--- src/common/pwc_regs.svh ---
/*
 * register indices, field layouts, reset values and timing for the pll
 * supervisor and audio clock generator configuration block.
 * assumes: included by bare name; byte address is four times the index.
 */
`ifndef PWC_REGS_SVH
`define PWC_REGS_SVH

// ----------------------------------------------------------------------
// register indices (byte address = index * 4)
// ----------------------------------------------------------------------
`define PWC_IDX_SUP_CTRL 16'hf006
`define PWC_IDX_G1_DENOM 16'hf020
`define PWC_IDX_G1_NUMER 16'hf021
`define PWC_IDX_G2_DENOM 16'hf022
`define PWC_IDX_G2_NUMER 16'hf023
`define PWC_IDX_G3_DENOM 16'hf024
`define PWC_IDX_G3_NUMER 16'hf025
`define PWC_IDX_G3_SRC 16'hf026
`define PWC_IDX_SUP_STAT 16'hf030

// ----------------------------------------------------------------------
// bus geometry and fields
// ----------------------------------------------------------------------
`define PWC_ADDR_W 18
`define PWC_FRAC_W 9
`define PWC_SUP_EN_BIT 0
`define PWC_SRC_EXT_BIT 4
`define PWC_SRC_PIN_HI 3
`define PWC_SRC_PIN_LO 0
`define PWC_EXT_DIVISOR 16'h0400

// ----------------------------------------------------------------------
// reset values
// ----------------------------------------------------------------------
`define PWC_RST_SUP_CTRL 1'h1
`define PWC_RST_G1_DENOM 9'h006
`define PWC_RST_G1_NUMER 9'h001
`define PWC_RST_G2_DENOM 9'h009
`define PWC_RST_G2_NUMER 9'h001
`define PWC_RST_G3_DENOM 16'h0000
`define PWC_RST_G3_NUMER 16'h0000
`define PWC_RST_G3_EXT 1'h0
`define PWC_RST_G3_PIN 4'he

// ----------------------------------------------------------------------
// reference pin codes
// ----------------------------------------------------------------------
`define PWC_PIN_MP0 4'h0
`define PWC_PIN_MP1 4'h1
`define PWC_PIN_MP2 4'h2
`define PWC_PIN_MP3 4'h3
`define PWC_PIN_FRM0 4'h4
`define PWC_PIN_FRM1 4'h5
`define PWC_PIN_SPDIF 4'he

// ----------------------------------------------------------------------
// timing: pll reset hold, 1000 ns at 50 ns clock period
// ----------------------------------------------------------------------
`define PWC_CLK_NS 50
`define PWC_PLL_RST_NS 1000
`define PWC_PLL_RST_CYC ((`PWC_PLL_RST_NS + `PWC_CLK_NS - 1) / `PWC_CLK_NS)
`define PWC_AXI_OKAY 2'h0
`define PWC_AXI_SLVERR 2'h2

`endif

--- src/common/pwc_pkg.sv ---
/*
 * types shared by the clock configuration block.
 * assumes: compiled before any design file.
 */
package pwc_pkg;
	// fractional generator settings for generators one and two
	typedef struct packed {
		logic [8:0] denom;
		logic [8:0] numer;
	} pwc_gen_cfg_t;

	// generator three effective ratio: out = ref * mult / div
	typedef struct packed {
		logic [15:0] mult;
		logic [15:0] div;
	} pwc_ratio_t;

	// register selector produced by the address decoder
	typedef enum logic [3:0] {
		PWC_R_NONE, PWC_R_SUP_CTRL, PWC_R_G1_DENOM, PWC_R_G1_NUMER,
		PWC_R_G2_DENOM, PWC_R_G2_NUMER, PWC_R_G3_DENOM, PWC_R_G3_NUMER,
		PWC_R_G3_SRC, PWC_R_SUP_STAT
	} pwc_reg_sel_t;

	// watchdog states, gray coded along idle -> reset -> relock
	typedef enum logic [1:0] {
		PWC_WD_IDLE = 2'h0,
		PWC_WD_RESET = 2'h1,
		PWC_WD_RELOCK = 2'h3
	} pwc_wd_state_t;
endpackage

--- src/hw/pwc_clock_ctrl.sv ---
/*
 * pll watchdog and audio clock generator configuration, axi4-lite slave.
 * assumes: all inputs synchronous to clock; reference pins are sampled
 * on the system clock, which runs far faster than any audio frame clock.
 */
// Behaviour
// - watchdog resets unstable pll without software
// - pll relocks itself with unchanged configuration
// - watchdog enable is bit 0, resets enabled
// - generator one denominator 9 bits, resets six
// - generator one numerator 9 bits, resets one
// - generator two denominator 9 bits, resets nine
// - generator two numerator 9 bits, resets one
// - generator three denominator 16 bits, resets zero
// - generator three numerator 16 bits, resets zero
// - bit 4 picks external pin or pll
// - pll reference: multiply by denominator, divide numerator
// - external reference: times numerator over 1024
// - pin code 1110 selects spdif recovered clock
// - source register resets to pll, spdif pin
// - external reference ignores the denominator field
// - codes 0-3 multipurpose pins, 4-5 frame pins
`timescale 1ns/1ps
`include "pwc_regs.svh"

module pwc_clock_ctrl (
	input wire logic clock,
	input wire logic rst,
	// axi4-lite write address
	input wire logic [`PWC_ADDR_W-1:0] s_axi_awaddr,
	input wire logic s_axi_awvalid,
	output logic s_axi_awready,
	// axi4-lite write data
	input wire logic [31:0] s_axi_wdata,
	input wire logic [3:0] s_axi_wstrb,
	input wire logic s_axi_wvalid,
	output logic s_axi_wready,
	// axi4-lite write response
	output logic [1:0] s_axi_bresp,
	output logic s_axi_bvalid,
	input wire logic s_axi_bready,
	// axi4-lite read address
	input wire logic [`PWC_ADDR_W-1:0] s_axi_araddr,
	input wire logic s_axi_arvalid,
	output logic s_axi_arready,
	// axi4-lite read data
	output logic [31:0] s_axi_rdata,
	output logic [1:0] s_axi_rresp,
	output logic s_axi_rvalid,
	input wire logic s_axi_rready,
	// pll supervision
	input wire logic pll_unstable,
	input wire logic pll_lock,
	output logic pll_reset,
	output logic pll_relocking,
	// reference inputs for generator three
	input wire logic [3:0] multipurpose_pin,
	input wire logic [1:0] output_frame_clock_pin,
	input wire logic spdif_rx_clock,
	// generator settings
	output pwc_pkg::pwc_gen_cfg_t gen_one_cfg,
	output pwc_pkg::pwc_gen_cfg_t gen_two_cfg,
	output pwc_pkg::pwc_ratio_t gen_three_ratio,
	output logic gen_three_ref_ext,
	output logic gen_three_ref_clock
);
	import pwc_pkg::*;

	// ------------------------------------------------------------------
	// functions
	// ------------------------------------------------------------------

	// maps a byte address onto a register; misaligned or unknown is none
	function automatic pwc_reg_sel_t decode(
		input logic [`PWC_ADDR_W-1:0] addr);
		pwc_reg_sel_t sel;
		sel = PWC_R_NONE;
		if (addr[1:0] == 2'h0) begin
			case (addr[`PWC_ADDR_W-1:2])
				`PWC_IDX_SUP_CTRL: sel = PWC_R_SUP_CTRL;
				`PWC_IDX_G1_DENOM: sel = PWC_R_G1_DENOM;
				`PWC_IDX_G1_NUMER: sel = PWC_R_G1_NUMER;
				`PWC_IDX_G2_DENOM: sel = PWC_R_G2_DENOM;
				`PWC_IDX_G2_NUMER: sel = PWC_R_G2_NUMER;
				`PWC_IDX_G3_DENOM: sel = PWC_R_G3_DENOM;
				`PWC_IDX_G3_NUMER: sel = PWC_R_G3_NUMER;
				`PWC_IDX_G3_SRC: sel = PWC_R_G3_SRC;
				`PWC_IDX_SUP_STAT: sel = PWC_R_SUP_STAT;
				default: sel = PWC_R_NONE;
			endcase
		end
		return sel;
	endfunction

	// merges the two low byte lanes of a write into a 16-bit value
	function automatic logic [15:0] merge(input logic [15:0] old,
		input logic [31:0] data, input logic [3:0] strb);
		logic [15:0] res;
		res = old;
		if (strb[0]) begin
			res[7:0] = data[7:0];
		end
		if (strb[1]) begin
			res[15:8] = data[15:8];
		end
		return res;
	endfunction

	// ------------------------------------------------------------------
	// registers and bus state
	// ------------------------------------------------------------------
	logic sup_en_r; // watchdog enable
	logic [8:0] g1_denom_r; // generator one denominator
	logic [8:0] g1_numer_r; // generator one numerator
	logic [8:0] g2_denom_r; // generator two denominator
	logic [8:0] g2_numer_r; // generator two numerator
	logic [15:0] g3_denom_r; // generator three denominator
	logic [15:0] g3_numer_r; // generator three numerator
	logic g3_ext_r; // generator three uses external reference
	logic [3:0] g3_pin_r; // external reference pin code
	logic [7:0] recover_cnt_r; // saturating count of pll recoveries
	logic aw_held_r; // write address latched
	logic w_held_r; // write data latched
	logic [`PWC_ADDR_W-1:0] awaddr_r; // latched write address
	logic [31:0] wdata_r; // latched write data
	logic [3:0] wstrb_r; // latched byte strobes
	logic bvalid_r; // write response pending
	logic [1:0] bresp_r; // write response code
	logic rvalid_r; // read data pending
	logic [31:0] rdata_r; // read data
	logic [1:0] rresp_r; // read response code
	logic wr_go; // both halves present, perform write
	pwc_reg_sel_t wr_sel; // register addressed by the write
	pwc_reg_sel_t rd_sel; // register addressed by the read
	logic [15:0] old_val; // current value of written register
	logic [15:0] new_val; // value after byte lanes applied
	pwc_wd_state_t wd_state_r; // watchdog state
	pwc_wd_state_t wd_state_nxt; // next watchdog state
	logic [4:0] wd_cnt_r; // reset hold counter
	logic pll_reset_r; // pll reset output
	pwc_ratio_t ratio_r; // generator three ratio
	logic ref_clk_r; // sampled reference clock

	// ------------------------------------------------------------------
	// axi4-lite write channel
	// ------------------------------------------------------------------

	// channels accepted independently, blocked while a response waits
	assign s_axi_awready = !aw_held_r && !bvalid_r;
	assign s_axi_wready = !w_held_r && !bvalid_r;
	assign s_axi_bvalid = bvalid_r;
	assign s_axi_bresp = bresp_r;
	assign wr_go = aw_held_r && w_held_r && !bvalid_r;
	assign wr_sel = decode(awaddr_r);

	// latches address and data, raises the response after the write
	always_ff @(posedge clock or posedge rst) begin
		if (rst) begin
			aw_held_r <= 1'b0;
			w_held_r <= 1'b0;
			awaddr_r <= '0;
			wdata_r <= 32'h0;
			wstrb_r <= 4'h0;
			bvalid_r <= 1'b0;
			bresp_r <= `PWC_AXI_OKAY;
		end else begin
			if (s_axi_awvalid && s_axi_awready) begin
				aw_held_r <= 1'b1;
				awaddr_r <= s_axi_awaddr;
			end
			if (s_axi_wvalid && s_axi_wready) begin
				w_held_r <= 1'b1;
				wdata_r <= s_axi_wdata;
				wstrb_r <= s_axi_wstrb;
			end
			if (wr_go) begin
				// writes to unknown or read-only words are refused
				aw_held_r <= 1'b0;
				w_held_r <= 1'b0;
				bvalid_r <= 1'b1;
				bresp_r <= (wr_sel == PWC_R_NONE ||
					wr_sel == PWC_R_SUP_STAT) ?
					`PWC_AXI_SLVERR : `PWC_AXI_OKAY;
			end else if (bvalid_r && s_axi_bready) begin
				bvalid_r <= 1'b0;
			end
		end
	end

	// current contents of the addressed register, reserved bits zero
	always_comb begin
		old_val = 16'h0;
		case (wr_sel)
			PWC_R_SUP_CTRL: old_val = {15'h0, sup_en_r};
			PWC_R_G1_DENOM: old_val = {7'h0, g1_denom_r};
			PWC_R_G1_NUMER: old_val = {7'h0, g1_numer_r};
			PWC_R_G2_DENOM: old_val = {7'h0, g2_denom_r};
			PWC_R_G2_NUMER: old_val = {7'h0, g2_numer_r};
			PWC_R_G3_DENOM: old_val = g3_denom_r;
			PWC_R_G3_NUMER: old_val = g3_numer_r;
			PWC_R_G3_SRC: old_val = {11'h0, g3_ext_r, g3_pin_r};
			default: old_val = 16'h0;
		endcase
		new_val = merge(old_val, wdata_r, wstrb_r);
	end

	// ------------------------------------------------------------------
	// configuration registers
	// ------------------------------------------------------------------

	// watchdog enable; reserved bits are dropped on write
	always_ff @(posedge clock or posedge rst) begin
		if (rst) begin
			sup_en_r <= `PWC_RST_SUP_CTRL;
		end else if (wr_go && wr_sel == PWC_R_SUP_CTRL) begin
			sup_en_r <= new_val[`PWC_SUP_EN_BIT];
		end
	end

	// generators one and two, nine-bit fields
	always_ff @(posedge clock or posedge rst) begin
		if (rst) begin
			g1_denom_r <= `PWC_RST_G1_DENOM;
			g1_numer_r <= `PWC_RST_G1_NUMER;
			g2_denom_r <= `PWC_RST_G2_DENOM;
			g2_numer_r <= `PWC_RST_G2_NUMER;
		end else if (wr_go) begin
			case (wr_sel)
				PWC_R_G1_DENOM: g1_denom_r <= new_val[8:0];
				PWC_R_G1_NUMER: g1_numer_r <= new_val[8:0];
				PWC_R_G2_DENOM: g2_denom_r <= new_val[8:0];
				PWC_R_G2_NUMER: g2_numer_r <= new_val[8:0];
				default: ;
			endcase
		end
	end

	// generator three fields and reference source
	always_ff @(posedge clock or posedge rst) begin
		if (rst) begin
			g3_denom_r <= `PWC_RST_G3_DENOM;
			g3_numer_r <= `PWC_RST_G3_NUMER;
			g3_ext_r <= `PWC_RST_G3_EXT;
			g3_pin_r <= `PWC_RST_G3_PIN;
		end else if (wr_go) begin
			case (wr_sel)
				PWC_R_G3_DENOM: g3_denom_r <= new_val;
				PWC_R_G3_NUMER: g3_numer_r <= new_val;
				PWC_R_G3_SRC: begin
					g3_ext_r <= new_val[`PWC_SRC_EXT_BIT];
					g3_pin_r <= new_val[`PWC_SRC_PIN_HI:`PWC_SRC_PIN_LO];
				end
				default: ;
			endcase
		end
	end

	// ------------------------------------------------------------------
	// axi4-lite read channel
	// ------------------------------------------------------------------
	assign s_axi_arready = !rvalid_r;
	assign s_axi_rvalid = rvalid_r;
	assign s_axi_rdata = rdata_r;
	assign s_axi_rresp = rresp_r;
	assign rd_sel = decode(s_axi_araddr);

	// one-cycle read; unknown address answers zero with slverr
	always_ff @(posedge clock or posedge rst) begin
		if (rst) begin
			rvalid_r <= 1'b0;
			rdata_r <= 32'h0;
			rresp_r <= `PWC_AXI_OKAY;
		end else if (s_axi_arvalid && s_axi_arready) begin
			rvalid_r <= 1'b1;
			rresp_r <= `PWC_AXI_OKAY;
			case (rd_sel)
				PWC_R_SUP_CTRL: rdata_r <= {31'h0, sup_en_r};
				PWC_R_G1_DENOM: rdata_r <= {23'h0, g1_denom_r};
				PWC_R_G1_NUMER: rdata_r <= {23'h0, g1_numer_r};
				PWC_R_G2_DENOM: rdata_r <= {23'h0, g2_denom_r};
				PWC_R_G2_NUMER: rdata_r <= {23'h0, g2_numer_r};
				PWC_R_G3_DENOM: rdata_r <= {16'h0, g3_denom_r};
				PWC_R_G3_NUMER: rdata_r <= {16'h0, g3_numer_r};
				PWC_R_G3_SRC: rdata_r <= {27'h0, g3_ext_r, g3_pin_r};
				PWC_R_SUP_STAT: rdata_r <= {16'h0, recover_cnt_r,
					4'h0, pll_lock, pll_reset_r, wd_state_r};
				default: begin
					rdata_r <= 32'h0;
					rresp_r <= `PWC_AXI_SLVERR;
				end
			endcase
		end else if (rvalid_r && s_axi_rready) begin
			rvalid_r <= 1'b0;
		end
	end

	// ------------------------------------------------------------------
	// pll watchdog
	// ------------------------------------------------------------------

	// next state: unstable pll is reset, then left to relock
	always_comb begin
		wd_state_nxt = wd_state_r;
		case (wd_state_r)
			PWC_WD_IDLE: begin
				if (sup_en_r && pll_unstable) begin
					wd_state_nxt = PWC_WD_RESET;
				end
			end
			PWC_WD_RESET: begin
				if (wd_cnt_r == 5'(`PWC_PLL_RST_CYC - 1)) begin
					wd_state_nxt = PWC_WD_RELOCK;
				end
			end
			PWC_WD_RELOCK: begin
				if (!sup_en_r) begin
					wd_state_nxt = PWC_WD_IDLE;
				end else if (pll_unstable) begin
					wd_state_nxt = PWC_WD_RESET;
				end else if (pll_lock) begin
					wd_state_nxt = PWC_WD_IDLE;
				end
			end
			default: wd_state_nxt = PWC_WD_IDLE;
		endcase
	end

	// state, hold counter and reset output; config is never touched
	always_ff @(posedge clock or posedge rst) begin
		if (rst) begin
			wd_state_r <= PWC_WD_IDLE;
			wd_cnt_r <= 5'h0;
			pll_reset_r <= 1'b0;
		end else begin
			wd_state_r <= wd_state_nxt;
			pll_reset_r <= (wd_state_nxt == PWC_WD_RESET);
			if (wd_state_r == PWC_WD_RESET) begin
				wd_cnt_r <= wd_cnt_r + 5'h1;
			end else begin
				wd_cnt_r <= 5'h0;
			end
		end
	end

	// counts recoveries for software, saturating
	always_ff @(posedge clock or posedge rst) begin
		if (rst) begin
			recover_cnt_r <= 8'h0;
		end else if (wd_state_r == PWC_WD_IDLE &&
			wd_state_nxt == PWC_WD_RESET && recover_cnt_r != 8'hff) begin
			recover_cnt_r <= recover_cnt_r + 8'h1;
		end
	end

	assign pll_reset = pll_reset_r;
	assign pll_relocking = (wd_state_r == PWC_WD_RELOCK);

	// ------------------------------------------------------------------
	// generator three reference and ratio
	// ------------------------------------------------------------------

	// effective ratio; external mode ignores the denominator
	always_ff @(posedge clock or posedge rst) begin
		if (rst) begin
			ratio_r <= '0;
		end else if (g3_ext_r) begin
			ratio_r.mult <= g3_numer_r;
			ratio_r.div <= `PWC_EXT_DIVISOR;
		end else begin
			ratio_r.mult <= g3_denom_r;
			ratio_r.div <= g3_numer_r;
		end
	end

	// pin mux; the far end supplies a 50% square wave
	always_ff @(posedge clock or posedge rst) begin
		if (rst) begin
			ref_clk_r <= 1'b0;
		end else begin
			case (g3_pin_r)
				`PWC_PIN_MP0: ref_clk_r <= multipurpose_pin[0];
				`PWC_PIN_MP1: ref_clk_r <= multipurpose_pin[1];
				`PWC_PIN_MP2: ref_clk_r <= multipurpose_pin[2];
				`PWC_PIN_MP3: ref_clk_r <= multipurpose_pin[3];
				`PWC_PIN_FRM0: ref_clk_r <= output_frame_clock_pin[0];
				`PWC_PIN_FRM1: ref_clk_r <= output_frame_clock_pin[1];
				`PWC_PIN_SPDIF: ref_clk_r <= spdif_rx_clock;
				default: ref_clk_r <= 1'b0;
			endcase
		end
	end

	assign gen_one_cfg = '{denom: g1_denom_r, numer: g1_numer_r};
	assign gen_two_cfg = '{denom: g2_denom_r, numer: g2_numer_r};
	assign gen_three_ratio = ratio_r;
	assign gen_three_ref_ext = g3_ext_r;
	assign gen_three_ref_clock = ref_clk_r;

	// ------------------------------------------------------------------
	// assertions
	// ------------------------------------------------------------------
	a_wdog_trips_reset: assert property (
		@(posedge clock) disable iff (rst)
		(wd_state_r == PWC_WD_IDLE && sup_en_r && pll_unstable)
		|=> pll_reset)
		else $error("watchdog did not reset unstable pll");

	a_wdog_off_quiet: assert property (
		@(posedge clock) disable iff (rst)
		(wd_state_r == PWC_WD_IDLE && !sup_en_r) |=> !pll_reset)
		else $error("disabled watchdog reset the pll");

	a_reset_hold_len: assert property (
		@(posedge clock) disable iff (rst)
		$rose(pll_reset) |-> ##19 (pll_reset && pll_relocking == 1'b0)
		##1 (!pll_reset && pll_relocking))
		else $error("pll reset hold length wrong");

	a_relock_done: assert property (
		@(posedge clock) disable iff (rst)
		(pll_relocking && sup_en_r && !pll_unstable && pll_lock)
		|=> (wd_state_r == PWC_WD_IDLE && !pll_reset))
		else $error("relock did not return to idle");

	a_g3_pll_ratio: assert property (
		@(posedge clock) disable iff (rst)
		!g3_ext_r |=> (gen_three_ratio.mult == $past(g3_denom_r) &&
		gen_three_ratio.div == $past(g3_numer_r)))
		else $error("pll reference ratio wrong");

	a_g3_ext_ratio: assert property (
		@(posedge clock) disable iff (rst)
		g3_ext_r |=> (gen_three_ratio.mult == $past(g3_numer_r) &&
		gen_three_ratio.div == `PWC_EXT_DIVISOR))
		else $error("external reference ratio wrong");

	a_spdif_route: assert property (
		@(posedge clock) disable iff (rst)
		(g3_pin_r == `PWC_PIN_SPDIF) |=>
		gen_three_ref_clock == $past(spdif_rx_clock))
		else $error("spdif clock not routed");

	a_sup_write_en: assert property (
		@(posedge clock) disable iff (rst)
		(wr_go && wr_sel == PWC_R_SUP_CTRL && wstrb_r[0])
		|=> (sup_en_r == $past(wdata_r[0]) && s_axi_bvalid))
		else $error("enable write not applied");

	a_rdata_stable: assert property (@(posedge clock) disable iff (rst)
		(s_axi_rvalid && !s_axi_rready) |=> (s_axi_rvalid &&
		$stable(s_axi_rdata)))
		else $error("read data dropped before taken");
endmodule

--- config.mk ---
export PLATFORM = sky130hd
export DESIGN_NAME = pwc_clock_ctrl
export DESIGN_NICKNAME = d
export VERILOG_FILES = /design/src/common/pwc_pkg.sv /design/src/hw/pwc_clock_ctrl.sv
export VERILOG_INCLUDE_DIRS = /design/src /design/src/common
export SDC_FILE = /design/constraint.sdc
export NUM_CORES = 1
export LEC_CHECK = 0
export ABC_CLOCK_PERIOD_IN_PS = 7180
export BUFFER_PORTS_ARGS = -buffer_cell sky130_fd_sc_hd__buf_4
export CORE_MARGIN = 2
export CORE_UTILIZATION = 50
export CTS_BUF_LIST = sky130_fd_sc_hd__clkbuf_4 sky130_fd_sc_hd__clkbuf_8
export DETAILED_ROUTE_END_ITERATION = 8
export GPL_TIMING_DRIVEN = 1
export PLACE_DENSITY = 0.75
export SLEW_MARGIN = 20
export SYNTH_ARGS = -nofsm -noshare
export SYNTH_HDL_FRONTEND = slang
export SYNTH_SLANG_ARGS = --single-unit
export TNS_END_PERCENT = 30
--- constraint.sdc ---
create_clock -name clock -period 7.18 [get_ports clock]
set_input_delay 0.359 -clock clock [delete_from_list [all_inputs] [get_ports clock]]
set_output_delay 0.359 -clock clock [all_outputs]
set_load 0.01 [all_outputs]
==> flow_metrics.env <==
export IMPL_worstPathRequired_ns=7.48
export IMPL_cts_resized=0
export IMPL_seq_area_frac_synth_pct=50.3
export IMPL_dp_hpwl_mm=17.3
export IMPL_slew_headroom_pct=30.3
export IMPL_chipWidth_um=138
export IMPL_edff_count_synth=0
export IMPL_number_of_antenna_violations_at_the_first_check_in_global_routing=0
export IMPL_global_route_overflow_total=0
export IMPL_ant_nets=0
export IMPL_synth_top_area_share_pct=47.4
export IMPL_worst_slew_pin_transition_ns=1.04
export IMPL_drt_wl_total_mm=23.5
export IMPL_area_of_the_multi_input_gates_mm2=0.00421
export IMPL_max_cap_violations=0
export IMPL_clock_tree_from_tritoncts="built"
export IMPL_synth_cell_area_mm2=0.00902
export IMPL_synth_avg_cell_area_um2=10.5
export IMPL_average_wire_per_standard_cell_um=18.8
export IMPL_fp_coreArea_mm2=0.0178
export IMPL_critical_path_endpoint_type="flop"
export IMPL_clock_sink_count=181
export IMPL_floorplan_initialDensity_pct=50.6
export IMPL_grt_start_max_net_pins=68
export IMPL_die_y_um=138
export IMPL_asyncSetResetFlopFracSynth_pct=100
export IMPL_die_area_mm2=0.0191
export IMPL_pwr_density_cell_mw_per_mm2=236
export IMPL_synth_seq_cells=181
export IMPL_rows=49
export IMPL_antennaDiodeCount=0
export IMPL_hp_class="primary input to flop"
export IMPL_yosysWarnings=0
export IMPL_finalClockSkew_ns=0.0134
export IMPL_cellLeakagePower_nw=4.86
export IMPL_netlist_top_cells_area="sky130_fd_sc_hd__dfrtp_1, sky130_fd_sc_hd__mux2_2, sky130_fd_sc_hd__mux2i_1, sky130_fd_sc_hd__nor2_1, sky130_fd_sc_hd__a21oi_1"
export IMPL_hold_ws_ns=0.0584
export IMPL_detail_route_drc_violations=0
export IMPL_htreeDepth=4
export IMPL_arrival_ns=3.25
export IMPL_crit_path_max_fanout=30
export IMPL_report_final_slew_viol_count=0
export IMPL_layout_cells_most_common="sky130_fd_sc_hd__dfrtp_1"
export IMPL_most_common_layout_cells="sky130_fd_sc_hd__dfrtp_1, sky130_fd_sc_hd__buf_4, sky130_fd_sc_hd__nor2_1, sky130_fd_sc_hd__nand2_1, sky130_fd_sc_hd__mux2_2"
export IMPL_post_route_cells_drive_above_1_share_pct=30.2
export IMPL_synth_top_flop_cell="sky130_fd_sc_hd__dfrtp_1"
export IMPL_layout_worst_path_cycle_share_pct=41.1
export IMPL_timing_critical_path_from_type="flop"
export IMPL_first_global_vias=7045
export IMPL_clkSlewWorstSetupHoldPaths_ns=0.09
export IMPL_layoutNonFillerInstCount=1252
export IMPL_area_growth_synth_to_final_pct=19.3
export IMPL_synth_lib_cells_used_distinct=74
export IMPL_seqCellArea_mm2=0.00454
export IMPL_drtPass1Iterations=6
export IMPL_global_route_usage_total_pct=24.9
export IMPL_finalHoldViolations=0
export IMPL_setup_tns_ns=0
export IMPL_postSynthCellCount=858
export IMPL_cp_slowest_cell="sky130_fd_sc_hd__nor2_1"
export IMPL_final_setup_viol_count=0
export IMPL_initialDrtViolationCount=611
export IMPL_fmax_mhz=339
export IMPL_clk_latency_ns=0.48
export IMPL_ctsLongestPathBuffers=2
export IMPL_vias_per_cell=5.81
export IMPL_cts_made_buffers=17
export IMPL_cp_cell_sequence="and4bb_1 > a32o_1 > o21ai_2 > buf_4 > nand2_1 > nor2_1 > a31oi_1"
export IMPL_timing_final_ws_setup_ns=4.23
export IMPL_gp_congestion=0.913
export IMPL_synthDominantAreaCellType="sky130_fd_sc_hd__dfrtp_1"
export IMPL_rsz_0062_raised_after_global_routing="false"
export IMPL_clock_root_buffer="sky130_fd_sc_hd__clkbuf_8"
export IMPL_vdd_ir_drop_max_uv=228
export IMPL_place_worst_setup_slack_ns=4.21
export IMPL_route_vias_total=7277
export IMPL_worst_path_largest_cell_delay_ns=0.71
export IMPL_fillCellCount=1488
export IMPL_io_buffer_count=164
export IMPL_final_period_minus_worst_setup_slack_ns=2.95
export IMPL_grt_first_pass_wirelength_mm=37.8
export IMPL_status="complete, no violations"
export IMPL_design_final_nets=1100
export IMPL_setup_worst_path_class="flop to flop"
export IMPL_design_portCount=201
export IMPL_placed_cells_incl_taps=1219
## Yosys cell counts, types with 8 or more instances
library cell and n:
sky130_fd_sc_hd__o22ai_1 8, sky130_fd_sc_hd__clkbuf_1 16, sky130_fd_sc_hd__mux2i_1 41, sky130_fd_sc_hd__o21ai_0 33
sky130_fd_sc_hd__dfstp_2 10, sky130_fd_sc_hd__nor3_1 9, sky130_fd_sc_hd__inv_1 11, sky130_fd_sc_hd__a31oi_1 22
sky130_fd_sc_hd__nand3_1 27, sky130_fd_sc_hd__o21ai_1 13, sky130_fd_sc_hd__buf_2 10, sky130_fd_sc_hd__buf_4 23
sky130_fd_sc_hd__nor2b_1 19, sky130_fd_sc_hd__dfrtp_1 171, sky130_fd_sc_hd__a21oi_1 56, sky130_fd_sc_hd__nor2_1 102
sky130_fd_sc_hd__a22oi_1 13, sky130_fd_sc_hd__nand4_1 9, sky130_fd_sc_hd__mux2_2 62, sky130_fd_sc_hd__nand2_1 69
## flip-flops by register name, summed over array words and instances, names as in the netlist, 16 cells and up
name,cells
awaddr_r,18
g3_numer_r,16
gen_three_ratio,32
wdata_r,16
s_axi_rdata,16
g3_denom_r,16
## timing repair
| item | in CTS | in global routing |
|---|---|---|
| buffers inserted | 0 | 0 |
| hold buffers | 1 | 0 |
| endpoints found under the hold margin | 61 | 0 |
## final timing paths
path                              start                   to  slack (ns)  cells after the start
max in group asynchronous           rst  gen_three_ratio[24]        5.47                      4
min in group asynchronous           rst  gen_three_ratio[11]        0.49                      3
hold / removal             s_axi_rready         s_axi_rvalid        0.06                      2
setup reg to reg            awaddr_r[3]        g1_denom_r[6]        4.23                      7
hold reg to reg             wd_cnt_r[0]          wd_cnt_r[0]        0.46                      1
setup / recovery            awaddr_r[3]        g1_denom_r[6]        4.23                      7
## cells by family (layout without fill, tap and decap cells)
| kind of cell | after synthesis | in the layout | synth area share [%] |
|---|---|---|---|
| and+or+nand+nor | 298 | 298 | 17.3 |
| AOI/OAI and AO/OA | 190 | 190 | 13.8 |
| DFF | 181 | 181 | 50.3 |
| muxes | 109 | 109 | 13.2 |
| buffers and inverters | 66 | 214 | 4.02 |
| xor gates and xnor gates | 11 | 11 | 1.07 |
| adders and majority gates | 2 | 2 | 0.277 |
| other | 1 | 18 | 0.0416 |
## per-layer routing
| layer | track usage (%) | routed length [um] | part of all wire [%] | vias up |
|---|---|---|---|---|
| li1 | - | - | - | 3376 |
| met1 | 34.9 | 10300 | 44 | 3558 |
| met2 | 38.1 | 11100 | 47 | 300 |
| met3 | 6.48 | 1630 | 7.0 | 43 |
| met4 | 7.89 | 502 | 2.1 | 0 |
| met5 | 0 | 0 | 0 | - |
## through the flow
| step | utilization (%) | power [mW] | cell area, um^2 |
|---|---|---|---|
| floorplan | - | 1.69 | 9090 |
| global placement | 58.0 | 1.86 | 10400 |
| detailed placement | 58.0 | 1.88 | 10400 |
| CTS | 60.3 | 2.55 | 10800 |
| global route | 60.3 | 2.67 | 10800 |
| finish | 60.3 | 2.54 | 10800 |
## critical path, delay by kind of cell (launching register included)
family	cells	cell delay [ns]
flip-flops	1	0.54
buffers and inverters	1	0.42
AO/OA/AOI/OAI	3	0.56
AND/OR/NAND/NOR	3	1.22
## power breakdown
part	total, mW	internal [mW]	switching, mW
Sequential	1.30	1.14	0.153
Clock	0.679	0.311	0.368
Combinational	0.565	0.257	0.308
Total	2.54	1.71	0.829
## cell type report
cell class                 count  share of cell area (%)
sequential                   181                    42.2
inverter                      11                   0.430
tap                          229                    2.66
multi-input combinational    628                    39.1
clock buffer                  22                    2.70
timing repair buffer         171                    12.0
clock inverter                10                   0.918
No activity file was read; power rests on OpenSTA's default activity.
